<file path="src/rtl/scr_pkg.sv">
/*
 * scr_pkg: constants shared by the synchronous cell result register bank.
 * Assumes 16-bit registers at word addresses on the device register port.
 */
package scr_pkg;
   localparam int unsigned SCR_DW = 16;
   localparam int unsigned SCR_AW = 16;
   localparam int unsigned SCR_NCELL = 7;
   localparam int unsigned SCR_IDXW = 3;
   localparam int unsigned SCR_FIRST_CELL = 4;

   // word addresses on the register port
   localparam logic [15:0] SCR_ADDR_CYCLE_NUM = 16'h187f;
   localparam logic [15:0] SCR_ADDR_CELL4 = 16'h1884;
   localparam logic [15:0] SCR_ADDR_CELL5 = 16'h1885;
   localparam logic [15:0] SCR_ADDR_CELL6 = 16'h1886;
   localparam logic [15:0] SCR_ADDR_CELL7 = 16'h1887;
   localparam logic [15:0] SCR_ADDR_CELL8 = 16'h1888;
   localparam logic [15:0] SCR_ADDR_CELL9 = 16'h1889;
   localparam logic [15:0] SCR_ADDR_CELL10 = 16'h188a;

   // reset and special values
   localparam logic [15:0] SCR_RESULT_INVALID = 16'h8000;
   localparam logic [15:0] SCR_CYCLE_NUM_RST = 16'h0000;
   localparam logic [15:0] SCR_CYCLE_NUM_STEP = 16'h0001;
   localparam logic [15:0] SCR_RDATA_UNMAPPED = 16'h0000;
   localparam logic [15:0] SCR_RDATA_RST = 16'h0000;

   typedef enum logic [1:0] {
      SCR_SEL_NONE = 2'b00,
      SCR_SEL_CELL = 2'b01,
      SCR_SEL_CYCLE = 2'b10
   } scr_sel_t;
endpackage : scr_pkg

</file>
<file path="src/rtl/scr_cell_reg.sv">
/*
 * scr_cell_reg: one read-to-invalidate result register.
 * Assumes load and read-clear strobes are synchronous to i_ref_clk.
 */
`timescale 1ns/1ps
module scr_cell_reg
   import scr_pkg::*;
(
   input wire logic i_ref_clk,
   input wire logic i_arst_n,
   input wire logic i_clk_en,
   input wire logic i_load,
   input wire logic [SCR_DW-1:0] i_load_val,
   input wire logic i_rd_clr,
   output logic [SCR_DW-1:0] o_val
);
   logic [SCR_DW-1:0] val_r;
   logic [SCR_DW-1:0] val_nxt;

   // a fresh result wins over a read clear in the same cycle, so a
   // result landing under a read is never lost
   always_comb begin
      val_nxt = val_r;
      if (i_load) begin
         val_nxt = i_load_val;
      end else if (i_rd_clr) begin
         val_nxt = SCR_RESULT_INVALID;
      end
   end

   always_ff @(posedge i_ref_clk or negedge i_arst_n) begin
      if (!i_arst_n) begin
         val_r <= SCR_RESULT_INVALID;
      end else if (i_clk_en) begin
         val_r <= val_nxt;
      end
   end

   assign o_val = val_r;

   property p_load_takes;
      @(posedge i_ref_clk) disable iff (!i_arst_n)
      i_clk_en && i_load |=> o_val == $past(i_load_val);
   endproperty
   a_load_takes: assert property (p_load_takes)
      else $error("result not loaded from engine");

   property p_read_clears;
      @(posedge i_ref_clk) disable iff (!i_arst_n)
      i_clk_en && i_rd_clr && !i_load |=> o_val == SCR_RESULT_INVALID;
   endproperty
   a_read_clears: assert property (p_read_clears)
      else $error("read did not invalidate result");

   property p_hold;
      @(posedge i_ref_clk) disable iff (!i_arst_n)
      (!i_clk_en || (!i_load && !i_rd_clr)) |=> $stable(o_val);
   endproperty
   a_hold: assert property (p_hold)
      else $error("result changed without load or read");
endmodule : scr_cell_reg

</file>
<file path="src/rtl/scr_result_regs.sv">
/*
 * scr_result_regs: synchronous cell result registers, cells 4 to 10,
 * plus the synchronous cycle number.
 * Assumes register port and engine strobes share i_ref_clk (20 MHz).
 */
// Function
// one result register per cell 4..10 at word addresses 1884h..188Ah.
// each register takes its cell's latest synchronous result, replacing old.
// result is a 16-bit two's-complement value filling bits 15:0.
// reset and every read leave 8000h until the next result.
// host writes never change result registers.
// cycle number at 187Fh counts synchronous cycles and wraps.
`timescale 1ns/1ps
module scr_result_regs
   import scr_pkg::*;
(
   input wire logic i_ref_clk,
   input wire logic i_arst_n,
   input wire logic i_clk_en,
   input wire logic [SCR_AW-1:0] i_reg_addr,
   input wire logic i_reg_rd,
   input wire logic i_reg_wr,
   input wire logic [SCR_DW-1:0] i_reg_wdata,
   output logic [SCR_DW-1:0] o_reg_rdata,
   output logic o_reg_ack,
   input wire logic i_sync_done,
   input wire logic [SCR_NCELL-1:0][SCR_DW-1:0] i_sync_volt,
   output logic [SCR_DW-1:0] o_sync_cycle_num
);
   scr_sel_t sel;
   logic [SCR_IDXW-1:0] cell_idx;
   logic [SCR_AW-1:0] cell_off;
   logic [SCR_NCELL-1:0] rd_clr;
   logic [SCR_NCELL-1:0][SCR_DW-1:0] cell_val;
   logic sync_load;
   logic rd_take;
   logic wr_take;

   logic [SCR_DW-1:0] cycle_num_r;
   logic [SCR_DW-1:0] cycle_num_nxt;
   logic [SCR_DW-1:0] rdata_r;
   logic [SCR_DW-1:0] rdata_nxt;
   logic ack_r;
   logic ack_nxt;

   // a read wins over a write in the same cycle; writes are only
   // acknowledged, since every register here is read-only
   assign rd_take = i_clk_en && i_reg_rd;
   assign wr_take = i_clk_en && i_reg_wr && !i_reg_rd;
   assign sync_load = i_clk_en && i_sync_done;
   assign cell_off = i_reg_addr - SCR_ADDR_CELL4;

   // address decode
   always_comb begin
      sel = SCR_SEL_NONE;
      cell_idx = '0;
      if (i_reg_addr == SCR_ADDR_CYCLE_NUM) begin
         sel = SCR_SEL_CYCLE;
      end else if (i_reg_addr >= SCR_ADDR_CELL4 &&
                   i_reg_addr <= SCR_ADDR_CELL10) begin
         sel = SCR_SEL_CELL;
         cell_idx = cell_off[SCR_IDXW-1:0];
      end
   end

   genvar g;
   generate
      for (g = 0; g < SCR_NCELL; g++) begin : g_cell
         // one clear strobe per cell, only for the addressed one
         assign rd_clr[g] = rd_take && sel == SCR_SEL_CELL &&
                            cell_idx == SCR_IDXW'(g);
         scr_cell_reg u_cell (
            .i_ref_clk(i_ref_clk),
            .i_arst_n(i_arst_n),
            .i_clk_en(i_clk_en),
            .i_load(sync_load),
            .i_load_val(i_sync_volt[g]),
            .i_rd_clr(rd_clr[g]),
            .o_val(cell_val[g])
         );
      end
   endgenerate

   // cycle number, wraps naturally at its 16-bit limit
   always_comb begin
      cycle_num_nxt = cycle_num_r;
      if (i_sync_done) begin
         cycle_num_nxt = cycle_num_r + SCR_CYCLE_NUM_STEP;
      end
   end

   always_ff @(posedge i_ref_clk or negedge i_arst_n) begin
      if (!i_arst_n) begin
         cycle_num_r <= SCR_CYCLE_NUM_RST;
      end else if (i_clk_en) begin
         cycle_num_r <= cycle_num_nxt;
      end
   end

   // read data: the content before the clear is what the host sees
   always_comb begin
      rdata_nxt = rdata_r;
      ack_nxt = rd_take || wr_take;
      if (rd_take) begin
         case (sel)
            SCR_SEL_CELL: begin
               rdata_nxt = cell_val[cell_idx];
            end
            SCR_SEL_CYCLE: begin
               rdata_nxt = cycle_num_r;
            end
            default: begin
               rdata_nxt = SCR_RDATA_UNMAPPED;
            end
         endcase
      end
   end

   always_ff @(posedge i_ref_clk or negedge i_arst_n) begin
      if (!i_arst_n) begin
         rdata_r <= SCR_RDATA_RST;
         ack_r <= 1'b0;
      end else if (i_clk_en) begin
         rdata_r <= rdata_nxt;
         ack_r <= ack_nxt;
      end
   end

   assign o_reg_rdata = rdata_r;
   assign o_reg_ack = ack_r;
   assign o_sync_cycle_num = cycle_num_r;

   property p_map_cell4;
      @(posedge i_ref_clk) disable iff (!i_arst_n)
      i_clk_en && i_reg_rd && i_reg_addr == SCR_ADDR_CELL4
      |=> o_reg_ack && o_reg_rdata == $past(cell_val[0]);
   endproperty
   a_map_cell4: assert property (p_map_cell4)
      else $error("cell 4 address returned wrong data");

   property p_map_cell10;
      @(posedge i_ref_clk) disable iff (!i_arst_n)
      i_clk_en && i_reg_rd && i_reg_addr == SCR_ADDR_CELL10
      |=> o_reg_rdata == $past(cell_val[6]);
   endproperty
   a_map_cell10: assert property (p_map_cell10)
      else $error("cell 10 address returned wrong data");

   property p_read_then_invalid;
      @(posedge i_ref_clk) disable iff (!i_arst_n)
      i_clk_en && i_reg_rd && i_reg_addr == SCR_ADDR_CELL7 && !i_sync_done
      |=> cell_val[3] == SCR_RESULT_INVALID;
   endproperty
   a_read_then_invalid: assert property (p_read_then_invalid)
      else $error("cell 7 not invalid after read");

   property p_all_loaded;
      @(posedge i_ref_clk) disable iff (!i_arst_n)
      i_clk_en && i_sync_done |=> cell_val == $past(i_sync_volt);
   endproperty
   a_all_loaded: assert property (p_all_loaded)
      else $error("bank not loaded with synchronous results");

   property p_write_ignored;
      @(posedge i_ref_clk) disable iff (!i_arst_n)
      i_clk_en && i_reg_wr && !i_reg_rd && !i_sync_done
      |=> $stable(cell_val) ##0 o_reg_ack;
   endproperty
   a_write_ignored: assert property (p_write_ignored)
      else $error("host write altered a result register");

   property p_cycle_inc;
      @(posedge i_ref_clk) disable iff (!i_arst_n)
      i_clk_en && i_sync_done
      |=> o_sync_cycle_num == 16'($past(cycle_num_r) + SCR_CYCLE_NUM_STEP);
   endproperty
   a_cycle_inc: assert property (p_cycle_inc)
      else $error("cycle number did not advance");

   property p_cycle_hold;
      @(posedge i_ref_clk) disable iff (!i_arst_n)
      !(i_clk_en && i_sync_done) |=> $stable(o_sync_cycle_num);
   endproperty
   a_cycle_hold: assert property (p_cycle_hold)
      else $error("cycle number moved without a cycle");

   property p_unmapped;
      @(posedge i_ref_clk) disable iff (!i_arst_n)
      i_clk_en && i_reg_rd && sel == SCR_SEL_NONE
      |=> o_reg_ack && o_reg_rdata == SCR_RDATA_UNMAPPED;
   endproperty
   a_unmapped: assert property (p_unmapped)
      else $error("unmapped read not answered with zero");

   property p_ack_pulse;
      @(posedge i_ref_clk) disable iff (!i_arst_n)
      i_clk_en |=> o_reg_ack == $past(i_reg_rd || i_reg_wr);
   endproperty
   a_ack_pulse: assert property (p_ack_pulse)
      else $error("register port ack not a one-cycle answer");

   // enable low must freeze the port as well as the bank
   property p_freeze;
      @(posedge i_ref_clk) disable iff (!i_arst_n)
      !i_clk_en |=> $stable(o_reg_rdata) && $stable(o_reg_ack) &&
                    $stable(cell_val);
   endproperty
   a_freeze: assert property (p_freeze)
      else $error("state moved while clock enable low");

   property p_cycle_read_keeps;
      @(posedge i_ref_clk) disable iff (!i_arst_n)
      i_clk_en && i_reg_rd && sel == SCR_SEL_CYCLE && !i_sync_done
      |=> $stable(cell_val) && o_reg_rdata == $past(cycle_num_r);
   endproperty
   a_cycle_read_keeps: assert property (p_cycle_read_keeps)
      else $error("cycle number read disturbed the bank");

   property p_clear_only_addressed;
      @(posedge i_ref_clk) disable iff (!i_arst_n)
      i_clk_en && i_reg_rd && i_reg_addr == SCR_ADDR_CELL4 && !i_sync_done
      |=> $stable(cell_val[SCR_NCELL-1:1]);
   endproperty
   a_clear_only_addressed: assert property (p_clear_only_addressed)
      else $error("read of cell 4 cleared another cell");
endmodule : scr_result_regs

</file>
<file path="config.mk">
export PLATFORM = sky130hd
export DESIGN_NAME = scr_result_regs
export DESIGN_NICKNAME = d
export VERILOG_FILES = /design/src/rtl/scr_pkg.sv /design/src/rtl/scr_cell_reg.sv /design/src/rtl/scr_result_regs.sv
export SDC_FILE = /design/constraint.sdc
export NUM_CORES = 1
export LEC_CHECK = 0
export CORE_MARGIN = 8
export CORE_UTILIZATION = 57
export DETAILED_ROUTE_END_ITERATION = 8
export DONT_BUFFER_PORTS = 1
export PLACE_DENSITY = 0.75
export SYNTH_ARGS = -nofsm -noshare
export SYNTH_HDL_FRONTEND = slang
export SYNTH_SLANG_ARGS = --single-unit
</file>
<file path="constraint.sdc">
create_clock -name i_ref_clk -period 1.4 [get_ports i_ref_clk]
set_input_delay 0.14 -clock i_ref_clk [delete_from_list [all_inputs] [get_ports i_ref_clk]]
set_output_delay 0.14 -clock i_ref_clk [all_outputs]
set_load 0.005 [all_outputs]
</file>
==> results.txt, run 1 <==
Root buf cell -> clkbuf_16
GRT overflow -> 0
Slowest CP cell -> a221oi_2
Max_slew headroom -> 45.5%
WL/cell -> 33.2 um
Worst r2r src -> g_cell[3].u_cell.o_val[7]$_DFFE_PN0P_
Worst-Skew Late Latency -> 0.44 ns
LEAKAGE -> 4.30 nW
DP Worst Slack -> -0.666 ns
Final Cell Area -> 0.00994 sq mm
Die Footprint -> 0.0154 sq mm
WS Path Type -> in -> reg
Power share of the combinational group -> 16.4%
Seq/Total Area, Yosys -> 54.4%
GRT Total Usage -> 34.4%
Initial antenna violation count -> 2
Drt initial violations -> 1,298
Row count -> 39
Die Y -> 124 um
DR vias/cell -> 7.70
Post-DP HPWL -> 15,100 um
Avg Cell Area, Syn -> 11.3 sq um
HP Class -> in -> async
Routability cong. -> 0.895
FF-to-FF setup slack -> -0.22 ns
Netlist Area Pre-Place -> 0.00668 sq mm
Sequential share of power -> 40.6%
Internal power -> 0.00941 W
Core Box Area -> 0.0114 sq mm
VDD IR max -> 1.27 mV
# DRC -> 26
H-tree levels -> 4
Sw frac -> 26.5%
Reg clk slew, reported paths -> 0.07 ns
Unrepaired setup endpoints after global routing -> true
Synth Flop Type -> dfrtp_1
Synth cell types -> 59
Cells after Synth -> 594
Placed cells -> 764
Final core occ -> 87.1%
Routed vias -> 7,201
Io pins -> 183
Post-synthesis async set-or-reset flop share -> 100%
Final Hold Fails -> 145
Most used cell, CP -> buf_4
Peak Freq -> 488 MHz
# hold bufs at CTS -> 115
Largest net degree at the start of global routing -> 146
CP Cell Sequence -> or3_4, buf_4, a221oi_2, buf_4, buf_4, nand3_1, a31oi_4, buf_12, a22o_1
Tightest Pin Transition -> 0.818 ns
Bufs and invs on worst path -> 4
Clk pwr share -> 43.0%
Clk buf depth -> 2
CTS tree -> yes
Area growth syn-to-layout -> 48.8%
Worst setup margin -> -0.651 ns
Number of I/O port buffers -> 0
Reg area -> 0.00364 sq mm
Min cycle time layout -> 2.05 ns
Data required, critical path -> 1.75 ns
Chip Width -> 124 um
Syn nets -> 745
Maxcap violations -> 0
Final ANT Viol Nets -> 0
Sink Count -> 145
Worst EP arrival -> 2.40 ns
Layout cells sized above 1 -> 26.8%
Status -> finished with violations
Fraction of the cycle the final worst path needs -> 147%
# setup viols final -> 132
Post-DP Area -> 0.00738 sq mm
Initial core utilization -> 58.5%
Crit-path max FO -> 16
Failing checks -> DRC, hold timing, setup timing
Crit. End Element -> flop
RR Endpoint -> o_reg_rdata[7]$_DFFE_PN0P_
Slew Limit Fails -> 0
NetSw -> 0.00339 W
Final hold slack -> -0.613 ns
CTS Buf Count -> 17
Area of the multi-input gates -> 0.00333 sq mm
Max incr delay on CP -> 0.49 ns
Power per cell area -> 1290 mW/mm^2
Total power -> 0.0128 W
Final Skew -> 0.0112 ns
Final Non-Filler Cells -> 935
Worst Setup Start Kind -> input port
Layout Nets -> 929
Detailed Routing Iterations Pass 1 -> 9
Fillers -> 506
Vias in the first global route -> 7,108
Cell family with the largest share of critical-path delay -> compound AO/OA/AOI/OAI gates
Post-synth EDFFs -> 0
YS warnings -> 0
First-pass GRT wire length -> 41,800 um
Routed Wire Length -> 31,000 um
Yosys reg bits -> 145
Worst r2r path cells -> 4
==> synthesized netlist by cell type (all sizes together) (3+ instances only) <==
cell,count,area share (%)
dfrtp,138,52
a22o,105,14
a21oi,48,3.6
nor2,26,1.5
clkbuf,25,1.4
nand2,22,1.2
buf,21,1.7
inv,20,1.1
o21ai,18,1.3
nor3,16,1.5
nor4,16,1.7
o31ai,12,1.3
a31oi,11,1.8
nand3,11,0.90
xnor2,11,1.4
o22ai,10,0.94
o311ai,8,1.0
dfstp,7,2.8
mux2i,6,0.90
o22a,6,0.79
nand4,5,0.47
or4,5,0.62
a211o,4,0.52
a211oi,4,0.45
o221a,4,0.67
xor2,4,0.52
and3,3,0.28
==> flip-flops by register name, summed over array words and instances (netlist names) <==
register             count
o_reg_rdata             16
o_reg_ack                1
o_sync_cycle_num        16
g_cell.u_cell.o_val    112
==> stage by stage <==
stage	TNS, ns	hold WS [ns]
5_1_grt	-51.70	-0.638
3_3_place_gp	-76.86	-0.149
4_1_cts	-20.50	-0.599
3_5_place_dp	-79.68	-0.149
2_1_floorplan	-67.08	-0.156
6_report	-51.23	-0.613
==> worst register-to-register path, cell delays in order (launching register included) <==
cell and delay (ns):
dfrtp_1 0.38, mux4_2 0.48, nand4_1 0.27, o311a_1 0.29, o21ai_1 0.09
==> cell type report <==
class,instances,share of cell area (%)
antenna,1,0.0252
clock buffer,22,4.67
clock inverter,10,2.30
inverter,20,0.755
multi-input combinational,386,33.5
sequential,145,36.6
tap,143,1.80
timing repair buffer,208,20.3
==> worst max-delay path by stage <==
stage / start / endpoint / slack [ns] / cells past startpoint
global route: i_reg_addr[5] / g_cell[4].u_cell.o_val[14]$_DFFE_PN0P_ / -0.64 / 9
global placement: i_reg_addr[15] / o_reg_rdata[15]$_DFFE_PN0P_ / -0.69 / 6
detailed placement: i_reg_addr[15] / g_cell[3].u_cell.o_val[2]$_DFFE_PN0P_ / -0.67 / 6
finish: i_reg_addr[5] / g_cell[4].u_cell.o_val[14]$_DFFE_PN0P_ / -0.65 / 9
CTS: i_reg_addr[15] / o_reg_rdata[15]$_DFFE_PN0P_ / -0.21 / 7
floorplan: i_reg_addr[15] / g_cell[6].u_cell.o_val[10]$_DFFE_PN0P_ / -0.65 / 6
==> layout by cell type (no fill, tap or decap), drive strengths merged, types with 5 or more instances in the layout <==
cell / instances
dfrtp: 138
dlygate4sd3: 115
a22o: 105
buf: 92
a21oi: 48
nor2: 26
clkbuf: 23
nand2: 22
inv: 20
o21ai: 18
nor4: 16
nor3: 16
a31oi: 14
o31ai: 12
xnor2: 11
nand3: 11
o22ai: 10
o311ai: 8
bufinv: 7
dfstp: 7
o22a: 6
mux2i: 6
or4: 5
nand4: 5
==> per-layer routing <==
metal  part of all wire [%]  track usage (%)  vias to the layer above
met4                    9.1             23.9                        4
met5                   0.33                0                        -
met1                     31             37.1                     3398
met3                     14             13.4                      298
li1                       -                -                     2675
met2                     46             54.9                      826
==> power by group through the flow <==
| stage | clock, W | sequential [W] | combinational [W] |
|---|---|---|---|
| 2_1_floorplan | 0 | 0.00509 | 0.000899 |
| 3_3_place_gp | 0 | 0.00513 | 0.00137 |
| 3_5_place_dp | 0 | 0.00515 | 0.00145 |
| 4_1_cts | 0.00534 | 0.00510 | 0.00180 |
| 5_1_grt | 0.00566 | 0.00523 | 0.00218 |
| 6_report | 0.00550 | 0.00520 | 0.00210 |
==> repair_timing <==
item	CTS	global route
gates resized for setup	42	57
buffers inserted	9	10
endpoints found under the hold margin	259	145
pin swaps	23	28
endpoints found under the setup margin	131	133
cloned	6	1
==> logic make-up after synthesis <==
family | after synthesis | synth area share, %
compound gates | 242 | 28.1
flops | 145 | 54.4
simple gates | 118 | 9.83
buf+inv | 66 | 4.25
xor+xnor | 15 | 1.97
mux | 7 | 1.24
fa+ha+maj | 1 | 0.187
(Power assumes the default switching activity.)
==> run 2: changes to the inputs <==
--- a/config.mk
+++ b/config.mk
@@ -5,8 +5,10 @@
 export SDC_FILE = /design/constraint.sdc
 export NUM_CORES = 1
 export LEC_CHECK = 0
+export ABC_AREA = 1
 export CORE_MARGIN = 8
 export CORE_UTILIZATION = 57
+export CTS_CLUSTER_DIAMETER = 50
 export DETAILED_ROUTE_END_ITERATION = 8
 export DONT_BUFFER_PORTS = 1
 export PLACE_DENSITY = 0.75
==> run 2 against run 1 <==
Effect of this change: critical endpoint is now o_sync_cycle_num[10]$_DFFE_PN0P_; highest routed layer is now met4; first-iteration DRC count decreased by 59%; area after synthesis increased by 3.1%; fmax increased by 29%; global-route usage decreased by 6.4 points; die area increased by 2.7%; sequential cell count unchanged; sequential power decreased by 2%; cell count increased by 21%; the flow finishes with violations (hold timing, setup timing); sequential share of layout area increased by 1.8 points.
==> results.txt, run 2 <==
Power per cell area -> 1260 mW/mm^2 (was 1290 mW/mm^2)
Setup tns final -> -1.35 ns (was -51.23 ns)
Worst Setup Start Kind -> flop (was input port)
Routability cong. -> 0.932 (was 0.895)
GRT Total Usage -> 28.0% (was 34.4%)
Peak Freq -> 631 MHz (was 488 MHz)
Row count -> 40 (was 39)
Synth cell types -> 39 (was 59)
Grt peak-use layer -> met2 (unchanged)
Failing checks -> hold timing, setup timing (was DRC, hold timing, setup timing)
Min cycle time layout -> 1.59 ns (was 2.05 ns)
Number of I/O port buffers -> 0 (unchanged)
LEAKAGE -> 4.50 nW (was 4.30 nW)
Total power -> 0.0119 W (was 0.0128 W)
Worst-Skew Late Latency -> 0.43 ns (was 0.44 ns)
Sink Count -> 145 (unchanged)
Final Hold Fails -> 145 (unchanged)
Worst setup margin -> -0.186 ns (was -0.651 ns)
Fraction of the cycle the final worst path needs -> 113% (was 147%)
WS Path Type -> reg -> reg (was in -> reg)
Routed Wire Length -> 22,500 um (was 31,000 um)
Post-DP HPWL -> 14,400 um (was 15,100 um)
Worst EP arrival -> 1.94 ns (was 2.40 ns)
Area growth syn-to-layout -> 37.5% (was 48.8%)
Vias in the first global route -> 6,674 (was 7,108)
# DRC -> 0 (was 26)
Netlist Area Pre-Place -> 0.00689 sq mm (was 0.00668 sq mm)
Grt met3 use -> 7.89% (was 13.4%)
Die Y -> 126 um (was 124 um)
DP Worst Slack -> -0.412 ns (was -0.666 ns)
Post-synthesis async set-or-reset flop share -> 100% (unchanged)
Synth area leaders -> dfrtp_1 (50%), nand2_1 (9.3%), a22o_1 (5.7%) (was dfrtp_1 (52%), a22o_1 (14%), a21oi_1 (3.6%))
Die Footprint -> 0.0159 sq mm (was 0.0154 sq mm)
Final ANT Viol Nets -> 0 (unchanged)
WL/cell -> 19.9 um (was 33.2 um)
Commonest non-fill, non-tap cell in the layout -> nand2_1 (was dfrtp_1)
# hold bufs at CTS -> 115 (unchanged)
Detailed Routing Iterations Pass 1 -> 6 (was 9)
Chip Width -> 126 um (was 124 um)
Post-DP Area -> 0.00744 sq mm (was 0.00738 sq mm)
CTS tree -> yes (unchanged)
First-pass GRT wire length -> 35,100 um (was 41,800 um)
Tightest Pin Transition -> 0.460 ns (was 0.818 ns)
Synth cell count leaders -> nand2_1 (171), dfrtp_1 (138), inv_1 (88) (was dfrtp_1 (138), a22o_1 (105), a21oi_1 (48))
GR Util met2 -> 45.8% (was 54.9%)
# setup viols final -> 11 (was 132)
Reg clk slew, reported paths -> 0.06 ns (was 0.07 ns)
Crit. End Element -> flop (unchanged)
Final hold slack -> -0.596 ns (was -0.613 ns)
Post-synth EDFFs -> 0 (unchanged)
H-tree levels -> 4 (unchanged)
Core Box Area -> 0.0119 sq mm (was 0.0114 sq mm)
Post-synth top area share -> 50.1% (was 51.7%)
CTS Buf Count -> 17 (unchanged)
VDD IR max -> 1.46 mV (was 1.27 mV)
Data required, critical path -> 1.75 ns (about the same)
Count leader, synth -> nand2_1 (was dfrtp_1)
DR vias/cell -> 5.75 (was 7.70)
Layout cells sized above 1 -> 17.3% (was 26.8%)
Drt initial violations -> 530 (was 1,298)
Status -> finished with violations (unchanged)
HP Class -> in -> async (unchanged)
Unrepaired setup endpoints after global routing -> true (unchanged)
Initial antenna violation count -> 2 (unchanged)
Crit-path max FO -> 3 (was 16)
Most frequent cells in the layout -> nand2_1 (163), dfrtp_1 (138), dlygate4sd3_1 (115) (was dfrtp_1 (137), dlygate4sd3_1 (115), a22o_1 (105))
GRT overflow -> 0 (unchanged)
Clk buf depth -> 2 (unchanged)
Root buf cell -> clkbuf_16 (unchanged)
Maxcap violations -> 0 (unchanged)
Slew Limit Fails -> 0 (unchanged)
Io pins -> 183 (unchanged)
YS warnings -> 0 (unchanged)
Cells after Synth -> 794 (was 594)
Layout Nets -> 1,118 (was 929)
Routed vias -> 6,490 (was 7,201)
Final Cell Area -> 0.00948 sq mm (was 0.00994 sq mm)
Yosys reg bits -> 145 (unchanged)
Max_slew headroom -> 69.3% (was 45.5%)
Cell type with the largest total area after synthesis -> dfrtp_1 (unchanged)
Largest net degree at the start of global routing -> 146 (unchanged)
Synth Flop Type -> dfrtp_1 (unchanged)
Seq/Total Area, Yosys -> 52.8% (was 54.4%)
Avg Cell Area, Syn -> 8.68 sq um (was 11.3 sq um)
Initial core utilization -> 57.9% (was 58.5%)
Max reg flops -> 112 (unchanged)
Syn nets -> 945 (was 745)
GR Util met1 -> 34.3% (was 37.1%)
Final Skew -> 0.00565 ns (was 0.0112 ns)
==> run 2: changes by cell type after synthesis, moves of 14 or more <==
cell,previous run,this run
nand2_1,22,171
inv_1,20,88
a22o_1,105,45
nor2_1,26,77
o21ai_0,18,66
o211ai_1,0,20
nand4_1,5,21
o21ai_1,0,15
a21oi_1,48,34
nor4_1,15,1
==> run 2: where the power goes <==
group          switching, W  internal (W)  leakage, nW  total [W]
clock               0.00182       0.00304        0.297    0.00486
sequential         0.000327       0.00475         1.78    0.00508
combinational      0.000907       0.00106         2.42    0.00197
==> run 2: cell families (layout without fill, tap and decap cells) <==
group	Yosys count	count (layout)	share of synthesized area (%)
buffers and inverters	135	320	8.28
adders and majority gates	1	1	0.182
other	0	2	0
AOI/OAI and AO/OA	195	196	18.2
DFF	145	145	52.8
and+or+nand+nor	305	305	18.9
xor gates and xnor gates	13	13	1.65
==> run 2: routing by layer <==
layer,routed length [um],up-vias,share of wire (%)
met5,0,-,0
met4,583,0,2.6
met3,1990,48,8.9
met2,10900,319,49
met1,8980,3139,40
li1,-,2984,-
==> run 2: what timing repair did <==
item                                   in CTS  in global routing
pin swaps                                   5                 11
setup buffers                               6                 10
gates resized for setup                     7                 33
setup endpoints to repair                   9                 66
endpoints found under the hold margin     259                145
cloned                                      0                  2
==> run 2: critical path: stages, from the launching register on <==
cell and delay (ns):
dfrtp_1 0.37, ha_2 0.19, nand4_1 0.15, nor2_4 0.23
nand3_4 0.12, nor2_4 0.13, buf_4 0.13, a21oi_1 0.06
a21oi_1 0.14
==> run 2: metrics by stage <==
step	hold WS, ns	util [%]	instances
floorplan	-0.156	-	794
global placement	-0.150	62.5	964
detailed placement	-0.149	62.5	964
CTS	-0.607	78.0	1117
global route	-0.617	79.6	1129
finish	-0.596	79.6	1129
==> run 2: cell type report <==
type	count	area [sq um]
diodes	2	5.00
flip-flops and latches	145	3640
repair buffers	191	1780
clock inverters	12	183
clock buffers	20	447
multi-input cells	515	2870
well taps	147	184
inverters	97	370
fillers	719	2430
==> run 2: path summary, 6_finish.rpt <==
kind                                                   startpoint                                     end  slack (ns)  cells past startpoint
max in group asynchronous                                i_arst_n  g_cell[3].u_cell.o_val[15]$_DFFE_PN1P_        1.69                      0
min reg2reg                g_cell[1].u_cell.o_val[14]$_DFFE_PN0P_  g_cell[1].u_cell.o_val[14]$_DFFE_PN0P_        0.50                      1
min                                                      i_arst_n         o_sync_cycle_num[4]$_DFFE_PN0P_       -0.60                      0
min in group i_ref_clk                              i_reg_addr[1]              o_reg_rdata[0]$_DFFE_PN0P_        0.08                      5
max reg2reg                       o_sync_cycle_num[0]$_DFFE_PN0P_        o_sync_cycle_num[10]$_DFFE_PN0P_       -0.19                      8
max                               o_sync_cycle_num[0]$_DFFE_PN0P_        o_sync_cycle_num[10]$_DFFE_PN0P_       -0.19                      8
==> run 3: changes to the inputs <==
--- a/config.mk
+++ b/config.mk
@@ -6,12 +6,12 @@
 export NUM_CORES = 1
 export LEC_CHECK = 0
 export ABC_AREA = 1
-export CORE_MARGIN = 8
-export CORE_UTILIZATION = 57
+export CORE_UTILIZATION = 63
 export CTS_CLUSTER_DIAMETER = 50
 export DETAILED_ROUTE_END_ITERATION = 8
 export DONT_BUFFER_PORTS = 1
-export PLACE_DENSITY = 0.75
+export PLACE_DENSITY = 0.79
+export SKIP_LAST_GASP = 1
 export SYNTH_ARGS = -nofsm -noshare
 export SYNTH_HDL_FRONTEND = slang
 export SYNTH_SLANG_ARGS = --single-unit
==> constraint.sdc (replaced) <==
create_clock -name i_ref_clk -period 1.5 [get_ports i_ref_clk]
set_input_delay 0.15 -clock i_ref_clk [delete_from_list [all_inputs] [get_ports i_ref_clk]]
set_output_delay 0.15 -clock i_ref_clk [all_outputs]
set_load 0.005 [all_outputs]
==> run 3 against run 2 <==
Effect of this change: count of clock-buffer cells in the layout rose by 2; critical path depth unchanged; the run still ends with hold timing, setup timing left; first-iteration DRC count up 72%; via count is 5.6% higher; sequential cell count unchanged; core utilization rose by 9.4 points; sequential power down 5.5%; wire length rose by 2.2%; total power decreased by 7.6%; critical endpoint is now o_sync_cycle_num[15]$_DFFE_PN0P_; register-to-register slack got worse by 0.09 ns; global-route usage grew 13 points; clock power down 8.6%.
==> results.txt, run 3 (synthesized netlist as in run 2, its figures left out) <==
CTS tree -> yes (unchanged)
VDD IR max -> 1.08 mV (was 1.46 mV)
Status -> finished with violations (unchanged)
Routability cong. -> 0.926 (was 0.932)
Worst-Skew Late Latency -> 0.56 ns (was 0.43 ns)
Maxcap violations -> 0 (unchanged)
Layout Nets -> 1,111 (was 1,118)
Core Box Area -> 0.0105 sq mm (was 0.0119 sq mm)
Total power -> 0.0110 W (was 0.0119 W)
HP Class -> in -> async (unchanged)
Final Hold Fails -> 146 (was 145)
Grt peak-use layer -> met2 (unchanged)
DR vias/cell -> 6.18 (was 5.75)
Power per cell area -> 1180 mW/mm^2 (was 1260 mW/mm^2)
Initial core utilization -> 65.9% (was 57.9%)
# DRC -> 0 (unchanged)
Drt initial violations -> 910 (was 530)
Fraction of the cycle the final worst path needs -> 118% (was 113%)
WL/cell -> 20.7 um (was 19.9 um)
Crit-path max FO -> 3 (unchanged)
# hold bufs at CTS -> 119 (was 115)
Post-DP HPWL -> 13,100 um (was 14,400 um)
Layout cells sized above 1 -> 14.7% (was 17.3%)
Row count -> 37 (was 40)
Min cycle time layout -> 1.78 ns (was 1.59 ns)
Routed vias -> 6,853 (was 6,490)
Worst Setup Start Kind -> flop (unchanged)
Number of I/O port buffers -> 0 (unchanged)
Die Y -> 107 um (was 126 um)
Data required, critical path -> 1.96 ns (was 1.75 ns)
Ant diodes -> 0 (was 2)
# setup viols final -> 9 (was 11)
Final Cell Area -> 0.00930 sq mm (was 0.00948 sq mm)
Routed Wire Length -> 22,900 um (was 22,500 um)
H-tree levels -> 4 (unchanged)
Final Skew -> 0.0105 ns (was 0.00565 ns)
Largest net degree at the start of global routing -> 146 (unchanged)
CP Cell Sequence -> nand2_2, nor3_4, nand3_2, nor2_4, nand3_2, nor2_2, nand3_1, xnor2_1 (was ha_2, nand4_1, nor2_4, nand3_4, nor2_4, buf_4, a21oi_1, a21oi_1)
Reg clk slew, reported paths -> 0.07 ns (was 0.06 ns)
Die Footprint -> 0.0114 sq mm (was 0.0159 sq mm)
Tightest Pin Transition -> 0.471 ns (was 0.460 ns)
Worst EP arrival -> 2.23 ns (was 1.94 ns)
GR Util met1 -> 49.7% (was 34.3%)
GRT Total Usage -> 41.3% (was 28.0%)
Io pins -> 183 (unchanged)
Most frequent cells in the layout -> nand2_1 (167), dfrtp_1 (138), dlygate4sd3_1 (118) (was nand2_1 (163), dfrtp_1 (138), dlygate4sd3_1 (115))
First-pass GRT wire length -> 35,300 um (was 35,100 um)
WS Path Type -> reg -> reg (unchanged)
Clk buf depth -> 2 (unchanged)
Commonest non-fill, non-tap cell in the layout -> nand2_1 (unchanged)
Failing checks -> hold timing, setup timing (unchanged)
Slew Limit Fails -> 0 (unchanged)
Fillers -> 480 (was 719)
Worst setup margin -> -0.276 ns (was -0.186 ns)
Peak Freq -> 563 MHz (was 631 MHz)
Max_slew headroom -> 68.6% (was 69.3%)
Max reg flops -> 112 (unchanged)
Vias in the first global route -> 6,881 (was 6,674)
Area growth syn-to-layout -> 35.0% (was 37.5%)
Detailed Routing Iterations Pass 1 -> 8 (was 6)
Slowest CP cell -> dfrtp_1 (unchanged)
GRT overflow -> 0 (unchanged)
Final ANT Viol Nets -> 0 (unchanged)
Most used cell, CP -> nand3_2
Post-DP Area -> 0.00734 sq mm (was 0.00744 sq mm)
Max incr delay on CP -> 0.42 ns (was 0.37 ns)
LEAKAGE -> 4.45 nW (was 4.50 nW)
Final hold slack -> -0.717 ns (was -0.596 ns)
Sink Count -> 145 (unchanged)
Unrepaired setup endpoints after global routing -> true (unchanged)
Root buf cell -> clkbuf_8 (was clkbuf_16)
CTS Buf Count -> 17 (unchanged)
Grt met3 use -> 12.2% (was 7.89%)
Initial antenna violation count -> 0 (was 2)
Chip Width -> 107 um (was 126 um)
Crit. End Element -> flop (unchanged)
GR Util met2 -> 68.2% (was 45.8%)
-- run 3: changes by cell type in the layout (fill, tap and decap cells not counted), sizes merged --
cell         previous run  this run
diode                   2         0
clkinvlp                3         2
inv                    96        95
buf                    76        67
dlygate4sd3           115       118
clkbuf                 20        22
o21ai                  85        84
-- run 3: timing repair --
item                                   in CTS  in global routing
setup endpoints to repair                   7                 13
pin swaps                                   6                 12
endpoints found under the hold margin     263                145
cloned                                      0                  0
buffers inserted                            7                  8
gates resized for setup                     2                 16
-- run 3: power breakdown --
group	switching (W)	internal [W]
clock network	0.00169	0.00275
registers	0.000359	0.00444
logic	0.000869	0.000898
-- run 3: final cells by class --
cell class	instances	area (sq um)	share of cell area [%]
tap	136	170	1.83
multi-input combinational	514	2780	29.9
timing repair buffer	185	1740	18.7
clock inverter	10	163	1.75
clock buffer	22	443	4.76
sequential	145	3640	39.1
inverter	97	370	3.98
-- run 3: path summary, 6_finish.rpt --
check	start	to	slack, ns	depth (start not counted)
worst max-delay path	o_sync_cycle_num[1]$_DFFE_PN0P_	o_sync_cycle_num[15]$_DFFE_PN0P_	-0.28	8
worst min register to register	g_cell[3].u_cell.o_val[15]$_DFFE_PN1P_	g_cell[3].u_cell.o_val[15]$_DFFE_PN1P_	0.49	2
max in group asynchronous	i_arst_n	g_cell[1].u_cell.o_val[15]$_DFFE_PN1P_	1.92	0
min in group i_ref_clk	i_reg_addr[0]	o_reg_rdata[4]$_DFFE_PN0P_	-0.02	5
worst min-delay path	i_arst_n	o_reg_ack$_DFFE_PN0P_	-0.72	0
worst max register to register	o_sync_cycle_num[1]$_DFFE_PN0P_	o_sync_cycle_num[15]$_DFFE_PN0P_	-0.28	8
-- run 3: critical path: cells and delay by family (launching register included) --
kind	cells	cell delay (ns)
simple gates	7	0.97
flops	1	0.42
xor+xnor	1	0.26
-- run 3: per-stage QoR --
step           utilization (%)  cells  setup WS, ns  TNS (ns)
2_1_floorplan                -    794       -0.0410     -1.27
3_3_place_gp              70.2    945        -0.252    -16.16
3_5_place_dp              70.2    945        -0.314    -24.65
4_1_cts                   87.9   1103        -0.148    -0.644
5_1_grt                   88.9   1109        -0.317     -1.85
6_report                  88.9   1109        -0.276     -1.13
-- run 3: routing by layer --
layer  share of wire (%)  wire length, um  up-vias
li1                    -                -     2963
met1                  37             8540     3283
met2                  49            11300      506
met3                 9.4             2160      101
met4                 4.1              940        0
met5                   0                0        -
